`src/ind_load_pkg.sv`:
```
// Purpose: constants for the indirect accumulator load unit
// Assumes: 16-bit pointers, 8-bit data, 6-bit signed offset literal
// Notes: shared by the load unit and its address former
// Summary of operation
// - The access address is pointer plus one, pointer minus one, the pointer itself (post modes), or pointer plus the signed offset.
// - After the move the pointer is one up for increments, one down for decrements, same for offset.
// - The byte read through the window goes into the accumulator.
// - The window registers hold no storage; they only redirect the access.
// - A window access really reaches the location named by its pointer.
// - Each pointer is a 16-bit value and its arithmetic wraps within 16 bits.
package ind_load_pkg;
  localparam int PTR_W = 16;
  localparam int DATA_W = 8;
  localparam int OFS_W = 6;
  localparam logic [1:0] MODE_PRE_INC = 2'h0;
  localparam logic [1:0] MODE_PRE_DEC = 2'h1;
  localparam logic [1:0] MODE_POST_INC = 2'h2;
  localparam logic [1:0] MODE_POST_DEC = 2'h3;
  localparam logic [15:0] PTR_RESET = 16'h0000;
  localparam logic [7:0] ACC_RESET = 8'h00;
  localparam logic [15:0] PTR_ONE = 16'h0001;
  typedef enum logic [1:0] {ST_IDLE, ST_READ, ST_DONE} load_state_t;
endpackage

```
`src/ind_addr_former.sv`:
```
// Purpose: forms access address and written-back pointer
// Assumes: combinational, used once per instruction
// Notes: wraps within 16 bits
`timescale 1ns/1ps
module ind_addr_former (
  // Operation select
  input wire logic i_use_offset,
  input wire logic [1:0] i_pointer_update_mode,
  input wire logic [5:0] i_offset,
  // Pointer in
  input wire logic [15:0] i_ptr,
  // Results
  output logic [15:0] o_addr,
  output logic [15:0] o_ptr_next
);
  logic [15:0] ptr_inc;
  logic [15:0] ptr_dec;
  logic [15:0] ofs_ext;
  assign ptr_inc = i_ptr + ind_load_pkg::PTR_ONE;
  assign ptr_dec = i_ptr - ind_load_pkg::PTR_ONE;
  assign ofs_ext = {{10{i_offset[5]}}, i_offset};
  always_comb begin
    o_addr = i_ptr;
    o_ptr_next = i_ptr;
    if (i_use_offset) begin
      o_addr = i_ptr + ofs_ext;
    end else begin
      case (i_pointer_update_mode)
        ind_load_pkg::MODE_PRE_INC: begin
          o_addr = ptr_inc;
          o_ptr_next = ptr_inc;
        end
        ind_load_pkg::MODE_PRE_DEC: begin
          o_addr = ptr_dec;
          o_ptr_next = ptr_dec;
        end
        ind_load_pkg::MODE_POST_INC: begin
          o_ptr_next = ptr_inc;
        end
        ind_load_pkg::MODE_POST_DEC: begin
          o_ptr_next = ptr_dec;
        end
        default: begin
          o_ptr_next = i_ptr;
        end
      endcase
    end
  end
endmodule

```
`src/load_accumulator_indirect.sv`:
```
// Purpose: executes the indirect accumulator load with pointer update
// Assumes: data memory answers a read request in its first cycle or any later cycle
// Notes: two pointers, selected per instruction
`timescale 1ns/1ps
module load_accumulator_indirect (
  // Clock and reset
  input wire logic i_clk_sys,
  input wire logic i_rst_n,
  // Instruction
  input wire logic i_start,
  input wire logic i_ptr_sel,
  input wire logic i_use_offset,
  input wire logic [1:0] i_pointer_update_mode,
  input wire logic [5:0] i_offset,
  // Pointer load from core
  input wire logic i_ptr_wr,
  input wire logic i_ptr_wr_sel,
  input wire logic [15:0] i_ptr_wr_data,
  // Data memory
  output logic o_mem_rd,
  output logic [15:0] o_mem_addr,
  input wire logic i_mem_valid,
  input wire logic [7:0] i_mem_rdata,
  // Results
  output logic o_busy,
  output logic o_done,
  output logic [7:0] o_accumulator,
  output logic [15:0] o_indirect_pointer0,
  output logic [15:0] o_indirect_pointer1
);
  // ----------------------------------------
  // Registers
  // ----------------------------------------
  ind_load_pkg::load_state_t state_ff;
  ind_load_pkg::load_state_t nxt_state;
  logic [15:0] indirect_pointer_ff [2];
  logic [15:0] addr_ff;
  logic [15:0] ptr_upd_ff;
  logic sel_ff;
  logic [7:0] acc_ff;
  logic [7:0] nxt_acc;

  // ----------------------------------------
  // Combinational nets
  // ----------------------------------------
  logic st_idle;
  logic st_read;
  logic st_done;
  logic take;
  logic load_done;
  logic [15:0] sel_ptr;
  logic [15:0] nxt_addr;
  logic [15:0] nxt_ptr;
  logic [1:0] ptr_upd_en;
  logic [1:0] ptr_load_en;

  // ----------------------------------------
  // Status decode
  // ----------------------------------------
  assign st_idle = (state_ff == ind_load_pkg::ST_IDLE);
  assign st_read = (state_ff == ind_load_pkg::ST_READ);
  assign st_done = (state_ff == ind_load_pkg::ST_DONE);

  // ----------------------------------------
  // Handshake
  // ----------------------------------------
  // Start honoured only while idle
  assign take = i_start && st_idle;
  // Read data taken only while the request stands
  assign load_done = st_read && i_mem_valid;

  // ----------------------------------------
  // Operand pointer
  // ----------------------------------------
  // Pointer named by the instruction, as it stands at start
  assign sel_ptr = i_ptr_sel ? indirect_pointer_ff[1] : indirect_pointer_ff[0];

  // ----------------------------------------
  // Address forming
  // ----------------------------------------
  ind_addr_former u_addr (
    .i_use_offset(i_use_offset),
    .i_pointer_update_mode(i_pointer_update_mode),
    .i_offset(i_offset),
    .i_ptr(sel_ptr),
    .o_addr(nxt_addr),
    .o_ptr_next(nxt_ptr)
  );

  // ----------------------------------------
  // Next state
  // ----------------------------------------
  always_comb begin
    nxt_state = state_ff;
    case (state_ff)
      ind_load_pkg::ST_IDLE: begin
        if (take) begin
          nxt_state = ind_load_pkg::ST_READ;
        end
      end
      ind_load_pkg::ST_READ: begin
        if (i_mem_valid) begin
          nxt_state = ind_load_pkg::ST_DONE;
        end
      end
      ind_load_pkg::ST_DONE: begin
        nxt_state = ind_load_pkg::ST_IDLE;
      end
      default: begin
        nxt_state = ind_load_pkg::ST_IDLE;
      end
    endcase
  end

  // ----------------------------------------
  // State register
  // ----------------------------------------
  always_ff @(posedge i_clk_sys or negedge i_rst_n) begin
    if (!i_rst_n) begin
      state_ff <= ind_load_pkg::ST_IDLE;
    end else begin
      state_ff <= nxt_state;
    end
  end

  // ----------------------------------------
  // Access address
  // ----------------------------------------
  // Held for the whole read
  always_ff @(posedge i_clk_sys or negedge i_rst_n) begin
    if (!i_rst_n) begin
      addr_ff <= ind_load_pkg::PTR_RESET;
    end else if (take) begin
      addr_ff <= nxt_addr;
    end
  end

  // ----------------------------------------
  // Written-back pointer value
  // ----------------------------------------
  // Formed at start, applied when the data arrives
  always_ff @(posedge i_clk_sys or negedge i_rst_n) begin
    if (!i_rst_n) begin
      ptr_upd_ff <= ind_load_pkg::PTR_RESET;
    end else if (take) begin
      ptr_upd_ff <= nxt_ptr;
    end
  end

  // ----------------------------------------
  // Pointer select capture
  // ----------------------------------------
  always_ff @(posedge i_clk_sys or negedge i_rst_n) begin
    if (!i_rst_n) begin
      sel_ff <= 1'b0;
    end else if (take) begin
      sel_ff <= i_ptr_sel;
    end
  end

  // ----------------------------------------
  // Indirect pointers
  // ----------------------------------------
  // Core loads are ignored while an instruction runs
  generate
    for (genvar gi = 0; gi < 2; gi++) begin : g_ptr
      logic [15:0] nxt_pointer;
      assign ptr_upd_en[gi] = load_done && (sel_ff == 1'(gi));
      assign ptr_load_en[gi] = i_ptr_wr && (i_ptr_wr_sel == 1'(gi)) && st_idle;
      // Write-back wins over a core load
      always_comb begin
        nxt_pointer = indirect_pointer_ff[gi];
        if (ptr_upd_en[gi]) begin
          nxt_pointer = ptr_upd_ff;
        end else if (ptr_load_en[gi]) begin
          nxt_pointer = i_ptr_wr_data;
        end
      end
      always_ff @(posedge i_clk_sys or negedge i_rst_n) begin
        if (!i_rst_n) begin
          indirect_pointer_ff[gi] <= ind_load_pkg::PTR_RESET;
        end else begin
          indirect_pointer_ff[gi] <= nxt_pointer;
        end
      end
    end
  endgenerate

  // ----------------------------------------
  // Accumulator
  // ----------------------------------------
  // Windows hold no storage; the byte lands here
  always_comb begin
    nxt_acc = acc_ff;
    if (load_done) begin
      nxt_acc = i_mem_rdata;
    end
  end
  always_ff @(posedge i_clk_sys or negedge i_rst_n) begin
    if (!i_rst_n) begin
      acc_ff <= ind_load_pkg::ACC_RESET;
    end else begin
      acc_ff <= nxt_acc;
    end
  end

  // ----------------------------------------
  // Read request
  // ----------------------------------------
  // Request stands until the data arrives
  assign o_mem_rd = st_read;
  assign o_mem_addr = addr_ff;

  // ----------------------------------------
  // Status and results
  // ----------------------------------------
  assign o_busy = !st_idle;
  assign o_done = st_done;
  assign o_accumulator = acc_ff;
  assign o_indirect_pointer0 = indirect_pointer_ff[0];
  assign o_indirect_pointer1 = indirect_pointer_ff[1];
endmodule

```
`config.mk`:
```
export PLATFORM = sky130hd
export DESIGN_NAME = load_accumulator_indirect
export DESIGN_NICKNAME = d
export VERILOG_FILES = /design/src/ind_load_pkg.sv /design/src/ind_addr_former.sv /design/src/load_accumulator_indirect.sv
export SDC_FILE = /design/constraint.sdc
export NUM_CORES = 1
export LEC_CHECK = 0
export BUFFER_PORTS_ARGS = -buffer_cell sky130_fd_sc_hd__clkbuf_2
export CAP_MARGIN = 20
export CORE_MARGIN = 2
export CORE_UTILIZATION = 50
export CTS_BUF_LIST = sky130_fd_sc_hd__clkbuf_8
export DETAILED_ROUTE_END_ITERATION = 7
export PLACE_DENSITY = 0.72
export SYNTH_ARGS = -nofsm -noshare
export SYNTH_HDL_FRONTEND = slang
export SYNTH_SLANG_ARGS = --single-unit
```
`constraint.sdc`:
```
create_clock -name i_clk_sys -period 3.2 [get_ports i_clk_sys]
set_clock_uncertainty 0.2 [all_clocks]
set_input_delay 0.16 -clock i_clk_sys [delete_from_list [all_inputs] [get_ports i_clk_sys]]
set_output_delay 0.16 -clock i_clk_sys [all_outputs]
set_load 0.02 [all_outputs]
```
==> results.md <==
- Across the run, the number of max-cap violations was 0.
- In this run, distinct cell masters in the synthesized netlist total 68.
- Registers take between 1500 and 2000 um^2.
- The signal on the critical path passes through mux2i_1 > inv_1 > ha_1 > inv_1 > fa_1 > nand2b_1 > a21oi_1 > o21ai_0 > a311oi_1 > o22ai_1 > xnor2_1 > o221a_2.
- The final setup slack of the worst path is approximately 0.19 ns.
- In this run the tool buffered the top-level ports with 98 buffer cells.
- The total number of vias is 4682.
- The detailed-routed wire length on met3 is about 800 um.
- The post-synth design cell area is 5140 um^2.
- In this run the power density over the cells is 941 nW/um^2.
- The starting density of the core is 50.7%.
- TritonCTS built the clock tree.
- Of the total power, the share spent switching nets is about 48%.
- The via count of the first global-routing pass is 4590.
- The clock tree root driver cell is sky130_fd_sc_hd__clkbuf_8.
- At the end of the flow, the number of nets in the layout was 761.
- The count of pins over their slew limit is 0.
- The total setup violations reported at the end of the flow is 0.
- The run finished with clean final reports.
- The maximum achievable frequency is 0.332 GHz.
- The synthesis-to-layout area growth is 22.6%.
- After floorplanning, the core was sized to cover 10100 um^2.
- The worst path in the final design needs a cycle of 3.01 ns, including I/O delays and setup.
- STA classifies the critical path endpoint as a register.
- At the later pin of the worst-skew pair, clock insertion delay measures 0.37 ns.
- The class of the most critical setup path is reg -> reg.
- The largest individual stage delay along the critical path comes from the cell sky130_fd_sc_hd__dfrtp_1.
- The clock transition at the registers of the reported paths is approximately 0.10 ns.
- The number of antenna diodes in the final layout is 0.
- The analysis attributes to cell leakage a power of ~2.8 nW.
- In the routed layout, each cell is associated on average with a via count of approximately 5.5.
- The cell internal power dissipation is 3.09 mW.
- The maximum level of the CTS H-tree is 3.
- The share of post-route cells with drive strength above 1 is 24.3%.
- After detailed routing, the met2 layer carries approximately 6200 um of wire.
- The number of sinks on the clock net is 75.
- The transition at the pin with the smallest max-transition slack is 0.951 ns.
- After detailed routing, the average wire length per cell comes to 16.1 um.
- The primary flip-flop cell chosen by synthesis mapping is sky130_fd_sc_hd__dfrtp_1.
- Wires add up to 13600 um.
- Summing all multi-input logic gate instances after layout gives 3060 um^2.
- The endpoint required time on the critical path is 3.25 ns.
- The global-route wire length before repair is about 23000 um.
- The number of standard-cell rows in the floorplan is 37.
- The buffer levels on the longest clock path is 2.
- The met1 wire length is 6400 um.
- After technology mapping, the gate count stands at 575.
- IR analysis of the VDD net gives a maximum drop of between 0.0004 and 0.0005 V.
- For the final routed database, the setup TNS stands at 0 ns.
- Entering global routing, the biggest net connects between 70 and 80 pins.
- During I/O placement, the number of pins put on the boundary was 99.
- The detailed-placement wirelength estimate is 10000 um.
- In this run, flip-flops and latches consume 31.2% of the power.
- The number of antenna-violating nets in the routed design is 0.
- Measured against its own limit, the worst slew margin works out to 36.6%.
- The worst hold-check path type is in -> reg.
- Setup repair after global routing left no endpoint under its margin.
- The overflow left after global routing is 0.
- Overall power consumption after layout is estimated at approximately 6 mW.
- The number of nets produced by synthesis is 633.
- The die boundary width is between 100 and 150 um.
- The most numerous cell type found on the critical path is sky130_fd_sc_hd__inv_1.
- The worst setup path is launched from a register.
- The count of flip-flops with a built-in enable after synthesis is 0.
- Yosys printed 0 warnings.
- The largest stage delay on the critical path is 0.42 ns.
- The critical path arrival is approximately 3 ns.
- The number of hold violations in the final report is 0.
- The first routing iteration left 277 violations.
- The detailed-routing iteration count for the pre-antenna-repair pass is 5.
- The placer congestion estimate is 0.947.
- The final hold slack is around 0.066 ns.
- After synthesis, flip-flops and latches occupy a little over a third of the total area.
- The initial antenna violation count is 0.
- The share of total power dissipated in combinational logic is 55.9%.
- The mean post-synth cell area is 8.93 um^2.
- The top layer used by detailed routing is met4.
- The total of fill cells in the finished design is 871.
- Synthesis inferred 75 register bits.
- The total clock buffers created by CTS is 9.
- The total track usage is between 20% and 30%.
- Along the worst path, the maximum fanout reaches 5.
- The part of the cycle the worst path needs is 94.1%.
- The analysis attributes to net switching a power of 2.84 mW.
- The clock network fraction of design power is approximately an eighth.
- Prior to clock tree synthesis, the placed netlist has a worst setup slack of 0.142 ns.
- The floorplan step defined a die boundary enclosing 11100 um^2.
- In the routed design, unresolved DRC markers number 0.
- The async set or reset register ratio after synthesis is 100%.
- The chip height is about 110 um.
cells by family (layout without fill, tap and decap cells):
logic type	count (synthesis)	count (layout)	synth area share, %
adders and majority gates	18	18	4.53
xor gates and xnor gates	37	37	6.31
muxes	59	59	12.2
DFF	75	75	36.5
AOI/OAI and AO/OA	147	147	17.9
buffers and inverters	45	178	3.92
and+or+nand+nor	194	194	18.6
synthesized netlist by cell type, types with 2 or more instances:
master | instances | area [um^2]
sky130_fd_sc_hd__inv_1 | 17 | 63.8
sky130_fd_sc_hd__a21o_1 | 5 | 37.5
sky130_fd_sc_hd__buf_2 | 8 | 40.0
sky130_fd_sc_hd__dfrtp_1 | 75 | 1880
sky130_fd_sc_hd__o21ai_0 | 42 | 210
sky130_fd_sc_hd__nor3_1 | 11 | 55.1
sky130_fd_sc_hd__nand3_2 | 2 | 20.0
sky130_fd_sc_hd__o22ai_1 | 4 | 25.0
sky130_fd_sc_hd__or2_2 | 3 | 18.8
sky130_fd_sc_hd__nor2b_1 | 4 | 25.0
sky130_fd_sc_hd__a21oi_2 | 2 | 17.5
sky130_fd_sc_hd__o22a_1 | 2 | 17.5
sky130_fd_sc_hd__nor3b_1 | 2 | 15.0
sky130_fd_sc_hd__o221a_2 | 2 | 22.5
sky130_fd_sc_hd__and2_1 | 4 | 25.0
sky130_fd_sc_hd__o21ai_1 | 18 | 90.1
sky130_fd_sc_hd__nor4_1 | 2 | 12.5
sky130_fd_sc_hd__nand4_1 | 8 | 50.1
sky130_fd_sc_hd__buf_6 | 2 | 22.5
sky130_fd_sc_hd__nand3_1 | 8 | 40.0
sky130_fd_sc_hd__mux2i_1 | 44 | 440
sky130_fd_sc_hd__nand4b_1 | 4 | 35.0
sky130_fd_sc_hd__o21bai_1 | 2 | 15.0
sky130_fd_sc_hd__nand2_1 | 69 | 259
sky130_fd_sc_hd__or3_1 | 4 | 25.0
sky130_fd_sc_hd__ha_1 | 17 | 213
sky130_fd_sc_hd__mux2_2 | 12 | 135
sky130_fd_sc_hd__buf_4 | 2 | 15.0
sky130_fd_sc_hd__xnor2_1 | 26 | 228
sky130_fd_sc_hd__nand2b_1 | 9 | 56.3
sky130_fd_sc_hd__o221ai_1 | 2 | 17.5
sky130_fd_sc_hd__a21oi_1 | 40 | 200
sky130_fd_sc_hd__a31oi_1 | 4 | 25.0
sky130_fd_sc_hd__a211oi_1 | 6 | 45.0
sky130_fd_sc_hd__a22oi_1 | 2 | 15.0
sky130_fd_sc_hd__xor2_1 | 11 | 96.3
sky130_fd_sc_hd__and3_1 | 3 | 18.8
sky130_fd_sc_hd__nor2_1 | 52 | 195
sky130_fd_sc_hd__clkbuf_1 | 15 | 56.3
sky130_fd_sc_hd__nor2_2 | 2 | 12.5
final timing paths:
kind | from | to | slack (ns) | cells past startpoint
setup / recovery | o_indirect_pointer1[0] | o_mem_addr[14] | 0.19 | 12
hold / removal | i_ptr_wr_sel | o_indirect_pointer0[3] | 0.07 | 4
setup reg to reg | o_indirect_pointer1[0] | o_mem_addr[14] | 0.19 | 12
hold reg to reg | o_mem_addr[1] | o_mem_addr[1] | 0.29 | 2
max in group asynchronous | i_rst_n | o_mem_addr[7] | 1.90 | 2
min in group asynchronous | i_rst_n | o_mem_addr[3] | 0.26 | 2
power by group through the flow:
stage	clock network, mW	registers [mW]	logic, mW
2_1_floorplan	0	2.20	1.83
3_3_place_gp	0	1.83	3.18
3_5_place_dp	0	1.86	3.26
4_1_cts	0.776	1.84	3.30
5_1_grt	0.821	1.92	3.64
6_report	0.761	1.85	3.32
cells in the final DEF, fill, tap and decap left out, types with 20 or more instances in the layout:
| master | instances |
|---|---|
| sky130_fd_sc_hd__nor2_1 | 52 |
| sky130_fd_sc_hd__mux2i_1 | 44 |
| sky130_fd_sc_hd__a21oi_1 | 40 |
| sky130_fd_sc_hd__dlygate4sd3_1 | 27 |
| sky130_fd_sc_hd__o21ai_0 | 41 |
| sky130_fd_sc_hd__xnor2_1 | 26 |
| sky130_fd_sc_hd__buf_4 | 20 |
| sky130_fd_sc_hd__nand2_1 | 68 |
| sky130_fd_sc_hd__dfrtp_1 | 75 |
| sky130_fd_sc_hd__clkbuf_2 | 97 |
area by class of cell:
class | instances | area share (%)
Clock inverter | 7 | 1.21
Tap cell | 136 | 2.70
Sequential cell | 75 | 29.8
Inverter | 17 | 1.01
Clock buffer | 9 | 1.97
Multi-Input combinational cell | 455 | 48.6
Timing Repair Buffer | 145 | 14.7
per-layer routing:
layer / vias up / GRT usage [%]
met5: - / 0
met4: 0 / 9.62
met3: 13 / 3.77
met2: 159 / 39.4
met1: 2214 / 36.4
li1: 2296 / -
per-stage QoR:
step / utilization [%] / instances / instance area (um^2)
3_5_place_dp: 57.5 / 801 / 5830
4_1_cts: 62.1 / 844 / 6300
5_1_grt: 62.1 / 844 / 6300
6_report: 62.1 / 844 / 6300
2_1_floorplan: - / 575 / 5140
3_3_place_gp: 57.5 / 801 / 5830
registers in the layout, summed over array words and instances, names as in the netlist:
signal	flops
ptr_upd_ff	16
o_accumulator	8
state_ff	2
o_mem_addr	16
o_indirect_pointer1	16
sel_ff	1
o_indirect_pointer0	16
what timing repair did:
action | CTS | global route
setup endpoints to repair | 0 | 1
buffers inserted | 0 | 0
hold buffers | 27 | 0
gates resized for setup | 0 | 1
hold endpoints to repair | 117 | 0
critical path: cells and delay by family (launching register included):
kind	cells	cell delay (ns)
AOI/OAI and AO/OA	5	1.02
adders and majority gates	2	0.58
DFF	1	0.42
and+or+nand+nor	1	0.20
buffers and inverters	2	0.17
xor gates and xnor gates	1	0.15
muxes	1	0.14
Note: power is estimated with default switching activity, not from simulation.
